[src/rtl/ssw_pkg.sv]
//******************************************************************************
// How it works
// - Reset releases only after primary stays good for hold time, 150 or 600 ms.
// - Primary below trip asserts system reset within 20 us.
// - Bus traffic is ignored while primary supply is below trip.
// - Power-down: early low-supply first, system reset 100 to 300 ns later.
// - Second-supply fail follows its comparator with no hold time.
// - Second-supply monitoring freezes when primary and battery are both low.
// - Watchdog restarts on first SCL fall after a start condition.
// - Period bits 10, 01, 00 give 150, 400, 800 ms.
// - Watchdog stays off in the factory default setting.
// - Period bits are nonvolatile and written through the status write port.
// - Battery backup mode stops and clears the watchdog timebase.
// - Path goes to battery below batt-30mV, back above batt+30mV.
// - Path indicator is low on primary path, high on battery path.
// - Battery mode when primary low and below battery: reset, bus refused.
// - Manual reset low asserts reset, held for hold time after release.
// - Manual reset input is debounced internally.
// - Nonvolatile writes are blocked until the write-enable latch is set.
// - Three protect bits choose one of eight protected block ranges.
// - Protect pin high with arm bit set freezes the protect and arm bits of the control register.
// - Protect pin low disables hardware protection regardless of arm bit.
//******************************************************************************
package ssw_pkg;
  localparam int CLK_MHZ = 250;
  localparam int RST_HOLD0_MS = 150;
  localparam int RST_HOLD1_MS = 600;
  localparam int WD_SHORT_MS = 150;
  localparam int WD_MID_MS = 400;
  localparam int WD_LONG_MS = 800;
  localparam int DEBOUNCE_MS = 5;
  localparam int LOWLINE_MIN_NS = 100;
  // Least time, so round up to whole cycles.
  localparam int LOWLINE_CYC = (LOWLINE_MIN_NS * CLK_MHZ + 999) / 1000;
  localparam int CNT_W = 28;

  // Watchdog period encodings.
  localparam logic [1:0] WD_SHORT = 2'h2;
  localparam logic [1:0] WD_MID = 2'h1;
  localparam logic [1:0] WD_LONG = 2'h0;
  localparam logic [1:0] WD_OFF = 2'h3;

  // Control register layout.
  localparam int CTRL_WEL_BIT = 1;
  localparam int CTRL_BP_LSB = 2;
  localparam int CTRL_HW_PROTECT_ARM_BIT = 7;
  localparam logic [7:0] CTRL_RESET = 8'h00;

  typedef enum logic [1:0] {ST_RUN, ST_LOWLINE, ST_ASSERT, ST_HOLD} ssw_rst_state_type;

  // Converts milliseconds to clock cycles.
  function automatic int ms_to_cyc(input int ms);
    ms_to_cyc = ms * CLK_MHZ * 1000;
  endfunction

  // First protected address for each protect choice; 17'h10000 protects nothing.
  function automatic logic [16:0] prot_start(input logic [2:0] bp);
    case (bp)
      3'h0: prot_start = 17'h10000;
      3'h1: prot_start = 17'h0C000;
      3'h2: prot_start = 17'h08000;
      3'h3: prot_start = 17'h00000;
      3'h4: prot_start = 17'h0E000;
      3'h5: prot_start = 17'h0F000;
      3'h6: prot_start = 17'h0F800;
      default: prot_start = 17'h0FC00;
    endcase
  endfunction
endpackage

[src/rtl/ssw_supervisor.sv]
`timescale 1ns/1ps
module ssw_supervisor import ssw_pkg::*; #(
  parameter int HOLD0_CYC = ms_to_cyc(RST_HOLD0_MS),
  parameter int HOLD1_CYC = ms_to_cyc(RST_HOLD1_MS),
  parameter int WD_SHORT_CYC = ms_to_cyc(WD_SHORT_MS),
  parameter int WD_MID_CYC = ms_to_cyc(WD_MID_MS),
  parameter int WD_LONG_CYC = ms_to_cyc(WD_LONG_MS),
  parameter int DEBOUNCE_CYC = ms_to_cyc(DEBOUNCE_MS)
) (
  input wire logic clk_sys, // System clock, 250 MHz.
  input wire logic nrst, // Synchronous reset, active low.
  input wire logic primarySupplySense, // High while primary is above its trip level.
  input wire logic secondSupplySense, // High while second supply is above its trip.
  input wire logic batteryAboveTrip, // High while battery is above the trip level.
  input wire logic primaryBelowBattLo, // High while primary is below battery-30mV.
  input wire logic primaryAboveBattHi, // High while primary is above battery+30mV.
  input wire logic manualResetInN, // Manual reset, active low.
  input wire logic resetPeriodSelect, // Reset hold time select.
  input wire logic sclIn, // Two-wire clock level.
  input wire logic sdaIn, // Two-wire data level.
  input wire logic hwProtectIn, // Hardware protect pin.
  input wire logic [1:0] nvPeriodIn, // Stored period bits seen at power-up.
  input wire logic statusWrStb, // Status register write strobe.
  input wire logic [1:0] statusWrData, // New period bits.
  input wire logic ctrlWrStb, // Control register write strobe.
  input wire logic [7:0] ctrlWrData, // New control register value.
  input wire logic memWrReq, // Array write request.
  input wire logic [15:0] memWrAddr, // Array write address.
  output logic systemResetN, // System reset, active low.
  output logic lowSupplyN, // Early low-supply warning, active low.
  output logic secondSupplyFailOutN, // Second supply fail, active low.
  output logic watchdogExpiredOutN, // Watchdog expiry, active low.
  output logic supplyPathIndicator, // Low on primary path, high on battery.
  output logic busEnable, // High while bus traffic is accepted.
  output logic [1:0] watchdogPeriod, // Period bits to keep in storage.
  output logic [7:0] ctrlReg, // Control register contents.
  output logic memWrAccept, // One-cycle pulse: array write allowed.
  output logic memWrRefuse // One-cycle pulse: array write refused.
);
  //****************************************************************************
  // Parameter checks
  //****************************************************************************
  generate
    if (HOLD0_CYC < 1 || HOLD1_CYC < 1 || WD_SHORT_CYC < 1 || WD_MID_CYC < 1 ||
        WD_LONG_CYC < 1 || DEBOUNCE_CYC < 1 || HOLD1_CYC >= 2 ** CNT_W ||
        WD_LONG_CYC >= 2 ** CNT_W || HOLD0_CYC >= 2 ** CNT_W) begin : g_chk
      $error("ssw_supervisor: cycle count out of range");
    end
  endgenerate

  //****************************************************************************
  // Input synchronisers and debounce
  //****************************************************************************
  logic [4:0] syncA_ff;
  logic [4:0] syncB_ff;
  logic primOk;
  logic secOk;
  logic battOk;
  logic belowLo;
  logic aboveHi;
  logic mrClean;

  // Comparator outputs are analog-derived and may change at any time.
  always_ff @(posedge clk_sys) begin
    if (!nrst) begin
      syncA_ff <= 5'h00;
      syncB_ff <= 5'h00;
    end else begin
      syncA_ff <= {primarySupplySense, secondSupplySense, batteryAboveTrip,
                   primaryBelowBattLo, primaryAboveBattHi};
      syncB_ff <= syncA_ff;
    end
  end
  assign {primOk, secOk, battOk, belowLo, aboveHi} = syncB_ff;

  ssw_debounce #(.STABLE_CYC(DEBOUNCE_CYC)) uDeb (
    .clk_sys(clk_sys),
    .nrst(nrst),
    .rawIn(manualResetInN),
    .cleanOut(mrClean)
  );

  //****************************************************************************
  // Battery switch
  //****************************************************************************
  logic pathBatt_ff;
  logic battMode;

  // Hysteresis: between the two thresholds the path is left where it was.
  always_ff @(posedge clk_sys) begin
    if (!nrst) begin
      pathBatt_ff <= 1'b0;
    end else if (primOk) begin
      pathBatt_ff <= 1'b0;
    end else if (belowLo) begin
      pathBatt_ff <= 1'b1;
    end else if (aboveHi) begin
      pathBatt_ff <= 1'b0;
    end
  end
  assign battMode = !primOk && pathBatt_ff;
  assign supplyPathIndicator = pathBatt_ff;

  //****************************************************************************
  // Reset sequencing
  //****************************************************************************
  ssw_rst_state_type state_ff;
  logic [CNT_W-1:0] rstCnt_ff;
  logic [CNT_W-1:0] holdTarget;
  logic resetN_ff;
  logic lowN_ff;

  assign holdTarget = resetPeriodSelect ? CNT_W'(HOLD1_CYC - 1) : CNT_W'(HOLD0_CYC - 1);

  // The early warning tracks the primary comparator directly.
  always_ff @(posedge clk_sys) begin
    if (!nrst) begin
      lowN_ff <= 1'b0;
    end else begin
      lowN_ff <= primOk;
    end
  end

  // Power-down delays reset behind the warning; manual reset acts at once.
  always_ff @(posedge clk_sys) begin
    if (!nrst) begin
      state_ff <= ST_ASSERT;
      rstCnt_ff <= '0;
      resetN_ff <= 1'b0;
    end else begin
      case (state_ff)
        ST_RUN: begin
          rstCnt_ff <= '0;
          if (!primOk) begin
            state_ff <= ST_LOWLINE;
          end else if (!mrClean) begin
            state_ff <= ST_ASSERT;
            resetN_ff <= 1'b0;
          end
        end
        ST_LOWLINE: begin
          rstCnt_ff <= rstCnt_ff + CNT_W'(1);
          if (rstCnt_ff == CNT_W'(LOWLINE_CYC - 1)) begin
            state_ff <= ST_ASSERT;
            resetN_ff <= 1'b0;
          end
        end
        ST_ASSERT: begin
          rstCnt_ff <= '0;
          resetN_ff <= 1'b0;
          if (primOk && mrClean) begin
            state_ff <= ST_HOLD;
          end
        end
        ST_HOLD: begin
          if (!primOk || !mrClean) begin
            state_ff <= ST_ASSERT;
            rstCnt_ff <= '0;
          end else if (rstCnt_ff == holdTarget) begin
            state_ff <= ST_RUN;
            resetN_ff <= 1'b1;
          end else begin
            rstCnt_ff <= rstCnt_ff + CNT_W'(1);
          end
        end
        default: begin
          state_ff <= ST_ASSERT;
          resetN_ff <= 1'b0;
        end
      endcase
    end
  end
  assign systemResetN = resetN_ff;
  assign lowSupplyN = lowN_ff;

  //****************************************************************************
  // Second supply monitor
  //****************************************************************************
  logic v2FailN_ff;
  logic monActive;

  assign monActive = primOk || battOk;

  // No hold time: the flag follows the comparator both ways.
  always_ff @(posedge clk_sys) begin
    if (!nrst) begin
      v2FailN_ff <= 1'b1;
    end else if (monActive) begin
      v2FailN_ff <= secOk;
    end
  end
  assign secondSupplyFailOutN = v2FailN_ff;

  //****************************************************************************
  // Bus activity and watchdog
  //****************************************************************************
  logic busEn_ff;
  logic sclD_ff;
  logic sdaD_ff;
  logic armed_ff;
  logic startSeen;
  logic restart;
  logic [1:0] period_ff;
  logic loaded_ff;
  logic [CNT_W-1:0] wdCnt_ff;
  logic [CNT_W-1:0] wdTarget;
  logic wdOffN_ff;
  logic wdOff;
  logic [7:0] ctrl_ff;

  always_ff @(posedge clk_sys) begin
    if (!nrst) begin
      busEn_ff <= 1'b0;
    end else begin
      busEn_ff <= primOk && !battMode;
    end
  end
  assign busEnable = busEn_ff;

  always_ff @(posedge clk_sys) begin
    if (!nrst) begin
      sclD_ff <= 1'b1;
      sdaD_ff <= 1'b1;
    end else begin
      sclD_ff <= sclIn;
      sdaD_ff <= sdaIn;
    end
  end

  // A start arms the restart, the next SCL fall fires it.
  assign startSeen = busEn_ff && sclIn && sclD_ff && sdaD_ff && !sdaIn;
  assign restart = armed_ff && sclD_ff && !sclIn;
  always_ff @(posedge clk_sys) begin
    if (!nrst || !busEn_ff) begin
      armed_ff <= 1'b0;
    end else if (startSeen) begin
      armed_ff <= 1'b1;
    end else if (restart) begin
      armed_ff <= 1'b0;
    end
  end

  // Stored bits are taken once after reset, so a power cycle keeps them.
  always_ff @(posedge clk_sys) begin
    if (!nrst) begin
      period_ff <= WD_OFF;
      loaded_ff <= 1'b0;
    end else if (!loaded_ff) begin
      period_ff <= nvPeriodIn;
      loaded_ff <= 1'b1;
    end else if (statusWrStb && busEn_ff && ctrl_ff[CTRL_WEL_BIT]) begin
      period_ff <= statusWrData;
    end
  end
  assign watchdogPeriod = period_ff;

  always_comb begin
    case (period_ff)
      WD_SHORT: wdTarget = CNT_W'(WD_SHORT_CYC - 1);
      WD_MID: wdTarget = CNT_W'(WD_MID_CYC - 1);
      default: wdTarget = CNT_W'(WD_LONG_CYC - 1);
    endcase
  end
  assign wdOff = period_ff == WD_OFF;

  // Expiry stays low until a host restart, battery mode or the off setting clears it.
  always_ff @(posedge clk_sys) begin
    if (!nrst) begin
      wdCnt_ff <= '0;
      wdOffN_ff <= 1'b1;
    end else if (battMode || wdOff || restart) begin
      wdCnt_ff <= '0;
      wdOffN_ff <= 1'b1;
    end else if (wdCnt_ff == wdTarget) begin
      wdOffN_ff <= 1'b0;
    end else begin
      wdCnt_ff <= wdCnt_ff + CNT_W'(1);
    end
  end
  assign watchdogExpiredOutN = wdOffN_ff;

  //****************************************************************************
  // Write protection
  //****************************************************************************
  logic hwLock;
  logic accept_ff;
  logic refuse_ff;

  assign hwLock = hwProtectIn && ctrl_ff[CTRL_HW_PROTECT_ARM_BIT];

  // The latch bit is always writable; protect and arm bits need the latch and no lock.
  always_ff @(posedge clk_sys) begin
    if (!nrst) begin
      ctrl_ff <= CTRL_RESET;
    end else if (ctrlWrStb && busEn_ff) begin
      ctrl_ff[CTRL_WEL_BIT] <= ctrlWrData[CTRL_WEL_BIT];
      if (ctrl_ff[CTRL_WEL_BIT] && !hwLock) begin
        ctrl_ff[CTRL_BP_LSB+:3] <= ctrlWrData[CTRL_BP_LSB+:3];
        ctrl_ff[CTRL_HW_PROTECT_ARM_BIT] <= ctrlWrData[CTRL_HW_PROTECT_ARM_BIT];
      end
    end
  end
  assign ctrlReg = ctrl_ff;

  always_ff @(posedge clk_sys) begin
    if (!nrst) begin
      accept_ff <= 1'b0;
      refuse_ff <= 1'b0;
    end else begin
      accept_ff <= memWrReq && busEn_ff && ctrl_ff[CTRL_WEL_BIT] &&
                   ({1'b0, memWrAddr} < prot_start(ctrl_ff[CTRL_BP_LSB+:3]));
      refuse_ff <= memWrReq && !(busEn_ff && ctrl_ff[CTRL_WEL_BIT] &&
                   ({1'b0, memWrAddr} < prot_start(ctrl_ff[CTRL_BP_LSB+:3])));
    end
  end
  assign memWrAccept = accept_ff;
  assign memWrRefuse = refuse_ff;

  //****************************************************************************
  // Assertions
  //****************************************************************************
  reset_on_low_a: assert property (@(posedge clk_sys) disable iff (!nrst)
    $fell(primOk) |-> ##[1:30] !resetN_ff) else $error("reset late after supply loss");
  lowline_lead_a: assert property (@(posedge clk_sys) disable iff (!nrst || primOk)
    $fell(lowN_ff) && resetN_ff |-> ##24 resetN_ff ##[1:50] !resetN_ff)
    else $error("reset not 100 to 300 ns after low-supply");
  hold_release_a: assert property (@(posedge clk_sys) disable iff (!nrst)
    $rose(resetN_ff) |-> $past(rstCnt_ff) == $past(holdTarget) && $past(primOk))
    else $error("reset released before hold time");
  manual_reset_a: assert property (@(posedge clk_sys) disable iff (!nrst)
    !mrClean && state_ff == ST_RUN && primOk |=> !resetN_ff)
    else $error("manual reset not asserted");
  second_fail_a: assert property (@(posedge clk_sys) disable iff (!nrst)
    monActive |=> v2FailN_ff == $past(secOk)) else $error("second fail flag wrong");
  monitor_freeze_a: assert property (@(posedge clk_sys) disable iff (!nrst)
    !monActive |=> $stable(v2FailN_ff)) else $error("second fail changed while frozen");
  wd_restart_a: assert property (@(posedge clk_sys) disable iff (!nrst)
    restart |=> wdCnt_ff == '0 && wdOffN_ff) else $error("watchdog not restarted");
  wd_off_a: assert property (@(posedge clk_sys) disable iff (!nrst)
    wdOff |=> wdOffN_ff) else $error("expiry while watchdog off");
  batt_clear_a: assert property (@(posedge clk_sys) disable iff (!nrst)
    battMode |=> wdCnt_ff == '0 && !busEn_ff) else $error("watchdog runs in battery mode");
  path_primary_a: assert property (@(posedge clk_sys) disable iff (!nrst)
    primOk |=> !pathBatt_ff) else $error("battery path with good primary");
  ctrl_lock_a: assert property (@(posedge clk_sys) disable iff (!nrst)
    ctrlWrStb && hwLock |=> $stable(ctrl_ff[CTRL_HW_PROTECT_ARM_BIT]) && $stable(ctrl_ff[CTRL_BP_LSB+:3]))
    else $error("locked control register changed");
  wel_block_a: assert property (@(posedge clk_sys) disable iff (!nrst)
    memWrReq && !ctrl_ff[CTRL_WEL_BIT] |=> refuse_ff && !accept_ff)
    else $error("write accepted without latch");
endmodule // ssw_supervisor

[src/rtl/ssw_debounce.sv]
`timescale 1ns/1ps
// Passes a level on only after it has stayed steady for STABLE_CYC cycles.
module ssw_debounce #(
  parameter int STABLE_CYC = 1250000
) (
  input wire logic clk_sys, // System clock.
  input wire logic nrst, // Synchronous reset, active low.
  input wire logic rawIn, // Bouncy input level.
  output logic cleanOut // Debounced level.
);
  logic [23:0] cnt_ff;
  logic last_ff;
  logic clean_ff;

  generate
    if (STABLE_CYC < 1 || STABLE_CYC >= 2 ** 24) begin : g_chk
      $error("ssw_debounce: STABLE_CYC out of range");
    end
  endgenerate

  // A change restarts the count, so a bouncing contact never gets through.
  always_ff @(posedge clk_sys) begin
    if (!nrst) begin
      cnt_ff <= 24'h000000;
      last_ff <= 1'b1;
      clean_ff <= 1'b1;
    end else if (rawIn != last_ff) begin
      last_ff <= rawIn;
      cnt_ff <= 24'h000000;
    end else if (cnt_ff == 24'(STABLE_CYC - 1)) begin
      clean_ff <= last_ff;
    end else begin
      cnt_ff <= cnt_ff + 24'h000001;
    end
  end

  assign cleanOut = clean_ff;
endmodule // ssw_debounce

[config.mk]
export PLATFORM = sky130hd
export DESIGN_NAME = ssw_supervisor
export DESIGN_NICKNAME = d
export VERILOG_FILES = /design/src/rtl/ssw_pkg.sv /design/src/rtl/ssw_supervisor.sv /design/src/rtl/ssw_debounce.sv
export SDC_FILE = /design/constraint.sdc
export NUM_CORES = 1
export LEC_CHECK = 0
export BUFFER_PORTS_ARGS = -buffer_cell sky130_fd_sc_hd__buf_2
export CAP_MARGIN = 25
export CORE_UTILIZATION = 50
export CTS_CLUSTER_SIZE = 8
export DETAILED_ROUTE_END_ITERATION = 10
export HOLD_SLACK_MARGIN = 0.08
export PLACE_DENSITY = 0.81
export SLEW_MARGIN = 20
export SYNTH_ARGS = -nofsm -noshare
export SYNTH_HDL_FRONTEND = slang
export SYNTH_SLANG_ARGS = --single-unit
export TNS_END_PERCENT = 100
[constraint.sdc]
create_clock -name clk_sys -period 3.1 [get_ports clk_sys]
set_input_delay 0.31 -clock clk_sys [delete_from_list [all_inputs] [get_ports clk_sys]]
set_output_delay 0.31 -clock clk_sys [all_outputs]
set_load 0.02 [all_outputs]
==> summary.txt, run 1 <==
Outcome
  – Run status: complete, no violations

Global routing
  – Largest net degree at the start of global routing: 32
  – Gr ovfl total: 0
  – Met1 Track Usage GR: 0.274
  – Total GRT Usage: 0.237
  – Vias in the first global route: roughly 5k
  – Peak-usage layer in the global routing report: met2
  – Met2 Usage GRT: 0.414
  – Met3 usage: 0.0542
  – First-pass GRT wire length: about 22 mm
  – Initial antenna violation count: 0

Yosys
  – Synth top area cells: dfxtp_1 40%, xnor2_1 5.7%, nor2_1 4.1%
  – Synth Area in Adders: 0.0266
  – Post-synth EDFFs: 0
  – Synth warn: 0
  – #FFs+latches synth: ~110
  – Synth area leader: dfxtp_1
  – Mux cell area share after synthesis: 0.0195
  – Top-area cell type share of the netlist area: 0.401
  – Synth unique cells: 64
  – Mapped Area: 5640 um2
  – Register area share after synthesis: 0.401
  – Compound-gate portion of the synthesized area: 0.108
  – Xor and xnor fraction of the mapped netlist area: 0.0715
  – Cells after synthesis: about 670
  – Largest family of logic cells by synthesized area: simple AND/OR/NAND/NOR gates
  – Post-synth ARST share: 0
  – Simple-Gate Fraction of Synth Area: 0.326
  – Post-synth top flop: dfxtp_1
  – Synth Area per Inst: 8.44 um2

Worst setup path
  – Critical Path AT: between 2 and 3 ns
  – Worst Path Max Fanout: 7
  – Critical path class: register to register
  – Element type at the critical path end: register
  – FF-to-FF path depth: 7
  – Worst r2r dst: wdCnt_ff[10]$_SDFFE_PP0P_
  – Reg2reg start: watchdogPeriod[0]$_SDFFE_PN1P_
  – Crit path launch type: register
  – Crit-path max cell delay: roughly 0.59 ns
  – CP Cell Sequence: inv_1 -> ha_1 -> or4_1 -> a2111oi_4 -> buf_4 -> nand4_1 -> o311ai_0
  – Data required, critical path: 3.50 ns
  – Reg2reg setup slack: just under 0.7 ns
  – CP max-delay cell: a2111oi_4

Floorplan
  – FP Rows: 38
  – Chip Height: approximately 110 um
  – Total die area: 11700 um2
  – Die width: 108 um
  – Initial Utilization: 0.518
  – IO Count: 61
  – Core Box Area: approximately 11000 um2

STA
  – Achievable Freq: around 410 MHz
  – # setup viols final: 0
  – Worst-Margin Slew: roughly 0.87 ns
  – Max-slew violations: 0
  – Final Hold Fails: 0
  – Layout Skew: about 0.008 ns
  – Worst Slack Setup Final: 0.685 ns
  – Unrepaired setup endpoints after global routing: no
  – Final worst-path cycle share: 0.779
  – Setup TNS: 0 ns
  – Min Tclk post-route: between 2 and 2.5 ns
  – Worst slew margin: 0.414

Hold path
  – Worst hold endpoint: ctrlReg[1]$_SDFFE_PN0P_
  – Hold_sp: ctrlWrStb
  – Hold path depth: 3
  – Min-delay worst type: input port to register

Route
  – Via/cell ratio: between 5 and 6
  – Final WL: 12.8 mm
  – Vias: 5123
  – DRC Markers: 0
  – Drt pass-1 iters: 5
  – Antenna viol nets, final: 0
  – Initial DRC count: ~220
  – DR WL/cell: between 10 and 15 um

CTS
  – Worst-path clk slew: approximately 0.060 ns
  – CTS tree: built
  – Inserted Clock Buffers: 17
  – H-tree depth: 4
  – Number of hold buffers added after cts: 17
  – CTS max path bufs: 2
  – Post-CTS setup repair buffer count: 0
  – Skew-Pair Late Insertion Delay: between 0.5 and 0.6 ns
  – Root Driver: clkbuf_8
  – Resize count post-CTS: 0
  – Clock Sinks: roughly 110

Finish
  – NumNets Final: 778
  – Area Overhead vs Synth: 17.4%
  – Most common cell after layout, fill and taps aside: dfxtp_1
  – Antenna cells: 0
  – Commonest non-fill, non-tap cells in the layout: 113 x dfxtp_1, 62 x nor2_1, 54 x nand2_1
  – Share of cells above drive strength 1: 0.132
  – # fillers: 852

Placed design
  – Worst slack at placement: 0.711 ns
  – I/O Buffers: 44
  – Dpl hpwl: 8.49 mm
  – GPL Wtd Cong: 0.825

Pwr
  – Maximum VDD drop: about 0.38 mV
  – P per Cell Area: around 500 nW/um2
  – Lkg Pwr: around 0.0023 uW

Run
  – Number of max-cap violations: 0
-- layer usage --
layer  share of wire  wire (um)
met5               0          0
met3           0.046        594
met4           0.022        280
met1            0.43       5490
met2            0.50       6450
-- through the flow --
step | total power (uW) | hold slack [ns] | std cells | util | instance area (um2)
floorplan | 1590 | 0.338 | 670 | - | 5640
global placement | 1620 | 0.418 | 827 | 0.544 | 5930
detailed placement | 1630 | 0.421 | 827 | 0.544 | 5930
CTS | 3310 | 0.0810 | 876 | 0.608 | 6620
global route | 3400 | 0.139 | 876 | 0.608 | 6620
finish | 3290 | 0.106 | 876 | 0.608 | 6620
-- worst max-delay path, delay by kind of cell (launching register included) --
family                     cells  cell delay (ns)
and+or+nand+nor                2             0.64
DFF                            1             0.39
buffers and inverters          2             0.31
AOI/OAI and AO/OA              2             0.71
adders and majority gates      1             0.25
-- how the worst max path moves through the flow --
stage	from	cells past startpoint	slack [ns]	endpoint
finish	watchdogPeriod[0]$_SDFFE_PN1P_	7	0.69	wdCnt_ff[10]$_SDFFE_PP0P_
global placement	watchdogPeriod[0]$_SDFFE_PN1P_	7	0.79	wdCnt_ff[10]$_SDFFE_PP0P_
global route	watchdogPeriod[0]$_SDFFE_PN1P_	7	0.55	wdCnt_ff[10]$_SDFFE_PP0P_
CTS	watchdogPeriod[0]$_SDFFE_PN1P_	7	0.71	wdCnt_ff[10]$_SDFFE_PP0P_
floorplan	watchdogPeriod[0]$_SDFFE_PN1P_	7	0.90	wdCnt_ff[10]$_SDFFE_PP0P_
detailed placement	watchdogPeriod[0]$_SDFFE_PN1P_	7	0.71	wdCnt_ff[10]$_SDFFE_PP0P_
-- cell families after synthesis --
| group | count (synthesis) |
|---|---|
| other | 1 |
| XOR/XNOR | 46 |
| AO/OA/AOI/OAI | 89 |
| flip-flops | 113 |
| multiplexers | 11 |
| buffers and inverters | 61 |
| AND/OR/NAND/NOR | 335 |
| adder cells (fa/ha/maj) | 12 |
-- registers in the layout (all words and copies together) (netlist names) --
| register | flops |
|---|---|
| supplyPathIndicator | 1 |
| state_ff | 2 |
| ctrlReg | 5 |
| watchdogExpiredOutN | 1 |
| uDeb.last_ff | 1 |
| busEnable | 1 |
| armed_ff | 1 |
| wdCnt_ff | 28 |
| syncA_ff | 5 |
| memWrAccept | 1 |
| uDeb.cleanOut | 1 |
| sdaD_ff | 1 |
| watchdogPeriod | 2 |
| systemResetN | 1 |
| lowSupplyN | 1 |
| memWrRefuse | 1 |
| sclD_ff | 1 |
| rstCnt_ff | 28 |
| uDeb.cnt_ff | 24 |
| loaded_ff | 1 |
| syncB_ff | 5 |
| secondSupplyFailOutN | 1 |
-- power breakdown --
part           internal [uW]  switching, uW
Clock                    997            680
Combinational           60.8           71.1
Sequential              1470           13.8
Total                   2530            765
-- Yosys cell counts, types with 5 or more instances --
cell and n:
nand3b_1 6, nor2b_1 5, nand4_1 29, nor4_1 12, nand2_1 54, nor3b_1 5
clkbuf_1 25, nor4b_1 8, nand3_1 43, or3_1 19, nor2_1 62, nand2b_1 6
a21oi_1 23, ha_1 12, nor3_1 27, and3_1 11, xnor2_1 37, and2_1 19
dfxtp_1 113, and4_1 8, inv_1 28, mux2i_1 11, o211ai_1 7, xor2_1 9
o21ai_0 21
-- final cells by class --
class | count | area, um2 | area share
flip-flops and latches | 113 | 2260 | 0.342
well taps | 140 | 175 | 0.0265
clock inverters | 13 | 90.1 | 0.0136
repair buffers | 67 | 435 | 0.0658
multi-input cells | 496 | 3120 | 0.471
inverters | 28 | 105 | 0.0159
clock buffers | 19 | 432 | 0.0652
Power figures use the tool's default switching activity.
==> inputs of run 2 (changes only) <==
- ABC_AREA: unset -> 1
- PLACE_DENSITY: 0.81 -> 0.83
- clock period: 3.1 -> 2.1 ns (I/O delays scaled with it)
==> summary.txt, run 2 <==
STA
  – Layout Skew: approximately 0.01 ns
  – Min Tclk post-route: approximately 2.0 ns
  – Unrepaired setup endpoints after global routing: no
  – Max-slew violations: 0
  – Worst-Margin Slew: slightly below 0.6 ns
  – Setup TNS: 0 ns
  – Worst slew margin: 0.612
  – Min Hold Slack: ~0.097 ns
  – # setup viols final: 0
  – Achievable Freq: approximately 510 MHz
  – Final Hold Fails: 0
  – Final worst-path cycle share: 0.935

Worst setup path
  – CP Cell Sequence: ha_2 -> nand2_1 -> nor2_4 -> nand2_2 -> nor3_4 -> inv_2 -> nor2_4 -> inv_2 -> nor2_2 -> nand2_1 -> o21ai_1 -> a21oi_1
  – Crit-path max cell delay: about 0.38 ns
  – Data required, critical path: about 2.4 ns
  – Critical path class: register to register
  – CP max-delay cell: dfxtp_1
  – Element type at the critical path end: register
  – Critical Path AT: between 2 and 2.5 ns
  – FF-to-FF path depth: 12
  – Worst Path Max Fanout: 4
  – Worst r2r dst: rstCnt_ff[22]$_SDFFE_PN0P_
  – Crit path launch type: register
  – Reg2reg setup slack: ~0.14 ns
  – Reg2reg start: rstCnt_ff[0]$_SDFFE_PN0P_

Yosys
  – Most frequent cell after synthesis: nand2_1
  – Synth Area per Inst: ~6.7 um2
  – Synth top area cells: dfxtp_1 37%, nand2_1 11%, inv_1 7.8%
  – Cells after synthesis: 915
  – Post-synth EDFFs: 0
  – Post-synth top flop: dfxtp_1
  – Synth area leader: dfxtp_1
  – Mapped Area: slightly above 6000 um2
  – Synth unique cells: 42
  – Synth warn: 0
  – Top-area cell type share of the netlist area: 0.368
  – Register area share after synthesis: 0.368
  – #FFs+latches synth: about 110
  – Most frequent cells after synthesis: 187 x nand2_1, 128 x inv_1, 113 x dfxtp_1, 106 x nor2_1, 69 x a21oi_1
  – Post-synth ARST share: 0

CTS
  – CTS max path bufs: 2
  – Worst-path clk slew: 0.05 ns
  – Inserted Clock Buffers: 17
  – Root Driver: clkbuf_16
  – Clock Sinks: about 110
  – CTS tree: built
  – H-tree depth: 4
  – Skew-Pair Late Insertion Delay: a little over 0.4 ns

Floorplan
  – FP Rows: 40
  – Chip Height: roughly 110 um
  – Die width: approximately 110 um
  – IO Count: ~60
  – Core Box Area: ~12000 um2
  – Initial Utilization: 0.512
  – Total die area: approximately 13000 um2

Global routing
  – Vias in the first global route: around 5.6k
  – First-pass GRT wire length: roughly 25 mm
  – Initial antenna violation count: 0
  – Total GRT Usage: 0.242
  – Gr ovfl total: 0
  – Largest net degree at the start of global routing: 26

Hold path
  – Min-delay worst type: input port to register
  – Hold path depth: 3
  – Hold_sp: ctrlWrData[2]
  – Worst hold endpoint: ctrlReg[2]$_SDFFE_PN0P_

Run
  – Number of max-cap violations: 0

Placed design
  – Dpl hpwl: between 10 and 15 mm
  – I/O Buffers: 44
  – GPL Wtd Cong: around 0.90

Finish
  – Antenna cells: 0
  – NumNets Final: approximately 1.0k
  – Final core occ: 0.607
  – Share of cells above drive strength 1: 0.128
  – Most common cell after layout, fill and taps aside: nand2_1
  – Area Overhead vs Synth: 18.5%
  – Multi-input gate area: between 3000 and 4000 um2
  – Register Area: roughly 2300 um2
  – Largest regs: rstCnt_ff: 28 flops, wdCnt_ff: 28 flops, uDeb.cnt_ff: 24 flops
  – Commonest non-fill, non-tap cells in the layout: 186 x nand2_1, 128 x inv_1, 112 x dfxtp_1
  – # fillers: 1062

Route
  – Via/cell ratio: roughly 5.3
  – Antenna viol nets, final: 0
  – Drt pass-1 iters: 5
  – Vias: just over 6k
  – Initial DRC count: around 440
  – DR WL/cell: 12.8 um
  – Final WL: ~15 mm
  – DRC Markers: 0

Pwr
  – Lkg Pwr: ~0.0029 uW
  – Maximum VDD drop: ~0.57 mV
  – P per Cell Area: around 760 nW/um2

Outcome
  – Run status: complete, no violations
[run 2: cell types whose count changed in the layout (fill, tap and decap cells not counted), moves of 8 or more]
| cell | previous run | this run |
|---|---|---|
| nor3_1 | 27 | 43 |
| inv_2 | 0 | 8 |
| buf_4 | 6 | 15 |
| a21oi_1 | 23 | 69 |
| and2_1 | 19 | 1 |
| nor2_1 | 62 | 106 |
| xnor2_1 | 37 | 10 |
| and3_1 | 11 | 2 |
| or3_1 | 19 | 1 |
| inv_1 | 28 | 128 |
| mux2i_1 | 11 | 0 |
| and4_1 | 8 | 0 |
| nand2_1 | 54 | 186 |
| o21ai_0 | 21 | 47 |
[run 2: worst max-delay path, delay by kind of cell (launching register included)]
family                     cells  cell delay (ns)
AOI/OAI and AO/OA              2             0.17
DFF                            1             0.38
buffers and inverters          2             0.13
adders and majority gates      1             0.23
and+or+nand+nor                7             0.96
[run 2: cell families after synthesis]
kind of cell / after synthesis / share of synthesized area
fa+ha+maj: 12 / 0.0244
simple gates: 461 / 0.344
compound gates: 143 / 0.124
xor+xnor: 25 / 0.0356
buf+inv: 160 / 0.103
other cells: 1 / 0.000610
flops: 113 / 0.368
[run 2: metrics by stage]
step	setup slack, ns	std cells	instance area (um2)	power, uW
finish	0.137	1144	7290	5510
global route	0.000753	1144	7290	5710
CTS	0.116	1142	7250	5520
detailed placement	0.168	1099	6550	2740
global placement	0.227	1099	6550	2720
floorplan	0.186	917	6160	2610
[run 2: how the worst max path moves through the flow]
stage | from | endpoint | slack (ns)
detailed placement | rstCnt_ff[0]$_SDFFE_PN0P_ | rstCnt_ff[22]$_SDFFE_PN0P_ | 0.17
CTS | rstCnt_ff[0]$_SDFFE_PN0P_ | rstCnt_ff[22]$_SDFFE_PN0P_ | 0.12
global placement | watchdogPeriod[0]$_SDFFE_PN1P_ | wdCnt_ff[8]$_SDFFE_PP0P_ | 0.23
finish | rstCnt_ff[0]$_SDFFE_PN0P_ | rstCnt_ff[22]$_SDFFE_PN0P_ | 0.14
global route | uDeb.cnt_ff[0]$_SDFFE_PP0N_ | uDeb.cnt_ff[20]$_SDFFE_PP0N_ | 0.0008
floorplan | watchdogPeriod[0]$_SDFFE_PN1P_ | wdCnt_ff[0]$_SDFFE_PP0P_ | 0.19
[run 2: layer usage]
layer,track usage,wire (um),share of wire
met4,0.0956,254,0.017
met5,0,0,0
met3,0.0487,899,0.061
met1,0.304,6660,0.45
met2,0.410,6870,0.47
[run 2: cell type report]
cell class | instances | area share
tap | 147 | 0.0252
clock buffer | 24 | 0.0675
sequential | 113 | 0.311
timing repair buffer | 72 | 0.0635
clock inverter | 6 | 0.0110
multi-input combinational | 644 | 0.450
inverter | 137 | 0.0711
timing repair inverter | 1 | 0.000687
[run 2: what timing repair did]
action / 4_1_cts / 5_1_grt
endpoints found under the setup margin: 0 / 12
hold buffers: 13 / 0
endpoints found under the hold margin: 14 / 0
gates resized for setup: 0 / 8
setup buffers: 0 / 1
[run 2: power by group]
part | total, uW | switching (uW) | internal (uW)
Clock | 2780 | 937 | 1840
Combinational | 501 | 304 | 197
Sequential | 2230 | 33.7 | 2190
Total | 5510 | 1270 | 4230
==> inputs of run 3 (changes only) <==
- ABC_CLOCK_PERIOD_IN_PS: unset -> 2100
- PLACE_DENSITY: 0.83 -> 0.71
==> summary.txt, run 3 (synthesis results as in run 2) <==
STA
  – Worst slew margin: 0.552
  – Max-slew violations: 0
  – Final Hold Fails: 0
  – Layout Skew: approximately 0.014 ns
  – Worst-Margin Slew: 0.665 ns
  – # setup viols final: 0
  – Min Tclk post-route: 1.91 ns
  – Unrepaired setup endpoints after global routing: no
  – Achievable Freq: ~520 MHz
  – Setup TNS: 0 ns
  – Final worst-path cycle share: 0.909

Placed design
  – Dpl hpwl: 10.3 mm
  – GPL Wtd Cong: ~0.87
  – I/O Buffers: 44

Worst setup path
  – FF-to-FF path depth: 9
  – Kind of cell adding the most delay to the critical path: simple AND/OR/NAND/NOR gates
  – CP Depth: 9
  – Data required, critical path: 2.42 ns
  – CP max-delay cell: dfxtp_1
  – Crit-path max cell delay: 0.36 ns
  – Crit path launch type: register
  – Worst Path Max Fanout: 5
  – Critical path class: register to register
  – CP Cell Sequence: ha_1 -> nand3_2 -> nor3_4 -> nand4_1 -> nor2_2 -> nand2_1 -> nor2_1 -> a21oi_1 -> o21a_1
  – Element type at the critical path end: register
  – Critical Path AT: around 2.2 ns
  – Reg2reg setup slack: roughly 0.19 ns
  – Worst path buffer plus inverter count: 0

Route
  – DRC Markers: 0
  – Antenna viol nets, final: 0
  – Initial DRC count: 336
  – Drt pass-1 iters: 5
  – DR WL/cell: around 13 um
  – Vias: 5913
  – Via/cell ratio: between 5 and 6
  – Final WL: approximately 15 mm

Pwr
  – Lkg Pwr: approximately 0.0029 uW
  – Maximum VDD drop: roughly 0.54 mV
  – P per Cell Area: roughly 770 nW/um2
  – Total power draw: around 5600 uW

Floorplan
  – Initial Utilization: 0.512
  – Core Box Area: approximately 12000 um2
  – FP Rows: 40
  – Total die area: ~13000 um2
  – Chip Height: between 100 and 150 um
  – Die width: about 110 um
  – IO Count: 61

Hold path
  – Min-delay worst type: input port to register
  – Hold path depth: 3

Finish
  – Commonest non-fill, non-tap cells in the layout: 186 x nand2_1, 128 x inv_1, 113 x dfxtp_1
  – Most common cell after layout, fill and taps aside: nand2_1
  – Share of cells above drive strength 1: 0.132
  – Antenna cells: 0
  – Area Overhead vs Synth: 19.4%
  – Largest regs: rstCnt_ff: 28 flops, wdCnt_ff: 28 flops, uDeb.cnt_ff: 24 flops
  – NumNets Final: between 1k and 1.5k

CTS
  – Clock Sinks: 113
  – H-tree depth: 4
  – CTS max path bufs: 2
  – Worst-path clk slew: 0.05 ns
  – Skew-Pair Late Insertion Delay: roughly 0.43 ns
  – CTS tree: built
  – Root Driver: clkbuf_16
  – Inserted Clock Buffers: 17

Global routing
  – Vias in the first global route: approximately 5.5k
  – Total GRT Usage: 0.244
  – Largest net degree at the start of global routing: 26
  – First-pass GRT wire length: between 20 and 25 mm
  – Initial antenna violation count: 0
  – Gr ovfl total: 0

Run
  – Number of max-cap violations: 0

Outcome
  – Run status: complete, no violations
[run 3: cell types whose count changed in the layout (fill, tap and decap cells not counted), moves of 2 or more]
cell        before  now
clkbuf_1         3    0
clkinv_2         4    0
clkinv_4         0    2
clkinvlp_4       1    7
nor2_1         106  104
nor2_2           7    9
[run 3: layout make-up]
| type | count | area (um2) |
|---|---|---|
| Clock buffer | 20 | 467 |
| Clock inverter | 11 | 131 |
| Fill cell | 1128 | 4670 |
| Inverter | 137 | 518 |
| Multi-Input combinational cell | 644 | 3300 |
| Sequential cell | 113 | 2260 |
| Tap cell | 147 | 184 |
| Timing Repair Buffer | 74 | 480 |
[run 3: worst paths after layout]
kind / start / to
worst max-delay path: uDeb.cnt_ff[0]$_SDFFE_PP0N_ / uDeb.cnt_ff[20]$_SDFFE_PP0N_
worst min-delay path: nvPeriodIn[1] / watchdogPeriod[1]$_SDFFE_PN1P_
worst max register to register: uDeb.cnt_ff[0]$_SDFFE_PP0N_ / uDeb.cnt_ff[20]$_SDFFE_PP0N_
worst min register to register: syncA_ff[4]$_SDFF_PN0_ / syncB_ff[4]$_SDFF_PN0_
[run 3: layer usage]
layer,up-vias,GRT usage,routed length [um],share of wire
li1,3123,-,-,-
met1,2640,0.306,6940,0.47
met2,129,0.405,6790,0.46
met3,21,0.0616,672,0.046
met4,0,0.0965,219,0.015
met5,-,0,0,0
[run 3: worst reg2reg max path: stages, from the launching register on]
cell	delay, ns
dfxtp_1	0.36
ha_1	0.24
nand3_2	0.14
nor3_4	0.20
nand4_1	0.20
nor2_2	0.17
nand2_1	0.14
nor2_1	0.15
a21oi_1	0.08
o21a_1	0.11
[run 3: timing repair]
action                                 CTS  global route
setup endpoints to repair                0            16
endpoints found under the hold margin   15             0
gates resized for setup                  0            10
hold buffers                            14             0
buffers inserted                         0             1
[run 3: power by group]
group	internal [uW]	switching, uW
Combinational	194	311
Clock	1840	1050
Sequential	2190	31.0
Total	4220	1400
[run 3: metrics by stage]
step | setup WS, ns | util | area, um2 | hold slack (ns) | instances
3_5_place_dp | 0.110 | 0.546 | 6550 | 0.395 | 1100
2_1_floorplan | 0.186 | - | 6160 | 0.238 | 917
5_1_grt | 0.00461 | 0.611 | 7340 | 0.127 | 1146
4_1_cts | 0.0973 | 0.607 | 7290 | 0.0805 | 1145
6_report | 0.191 | 0.611 | 7340 | 0.0904 | 1146
3_3_place_gp | 0.146 | 0.546 | 6550 | 0.392 | 1100
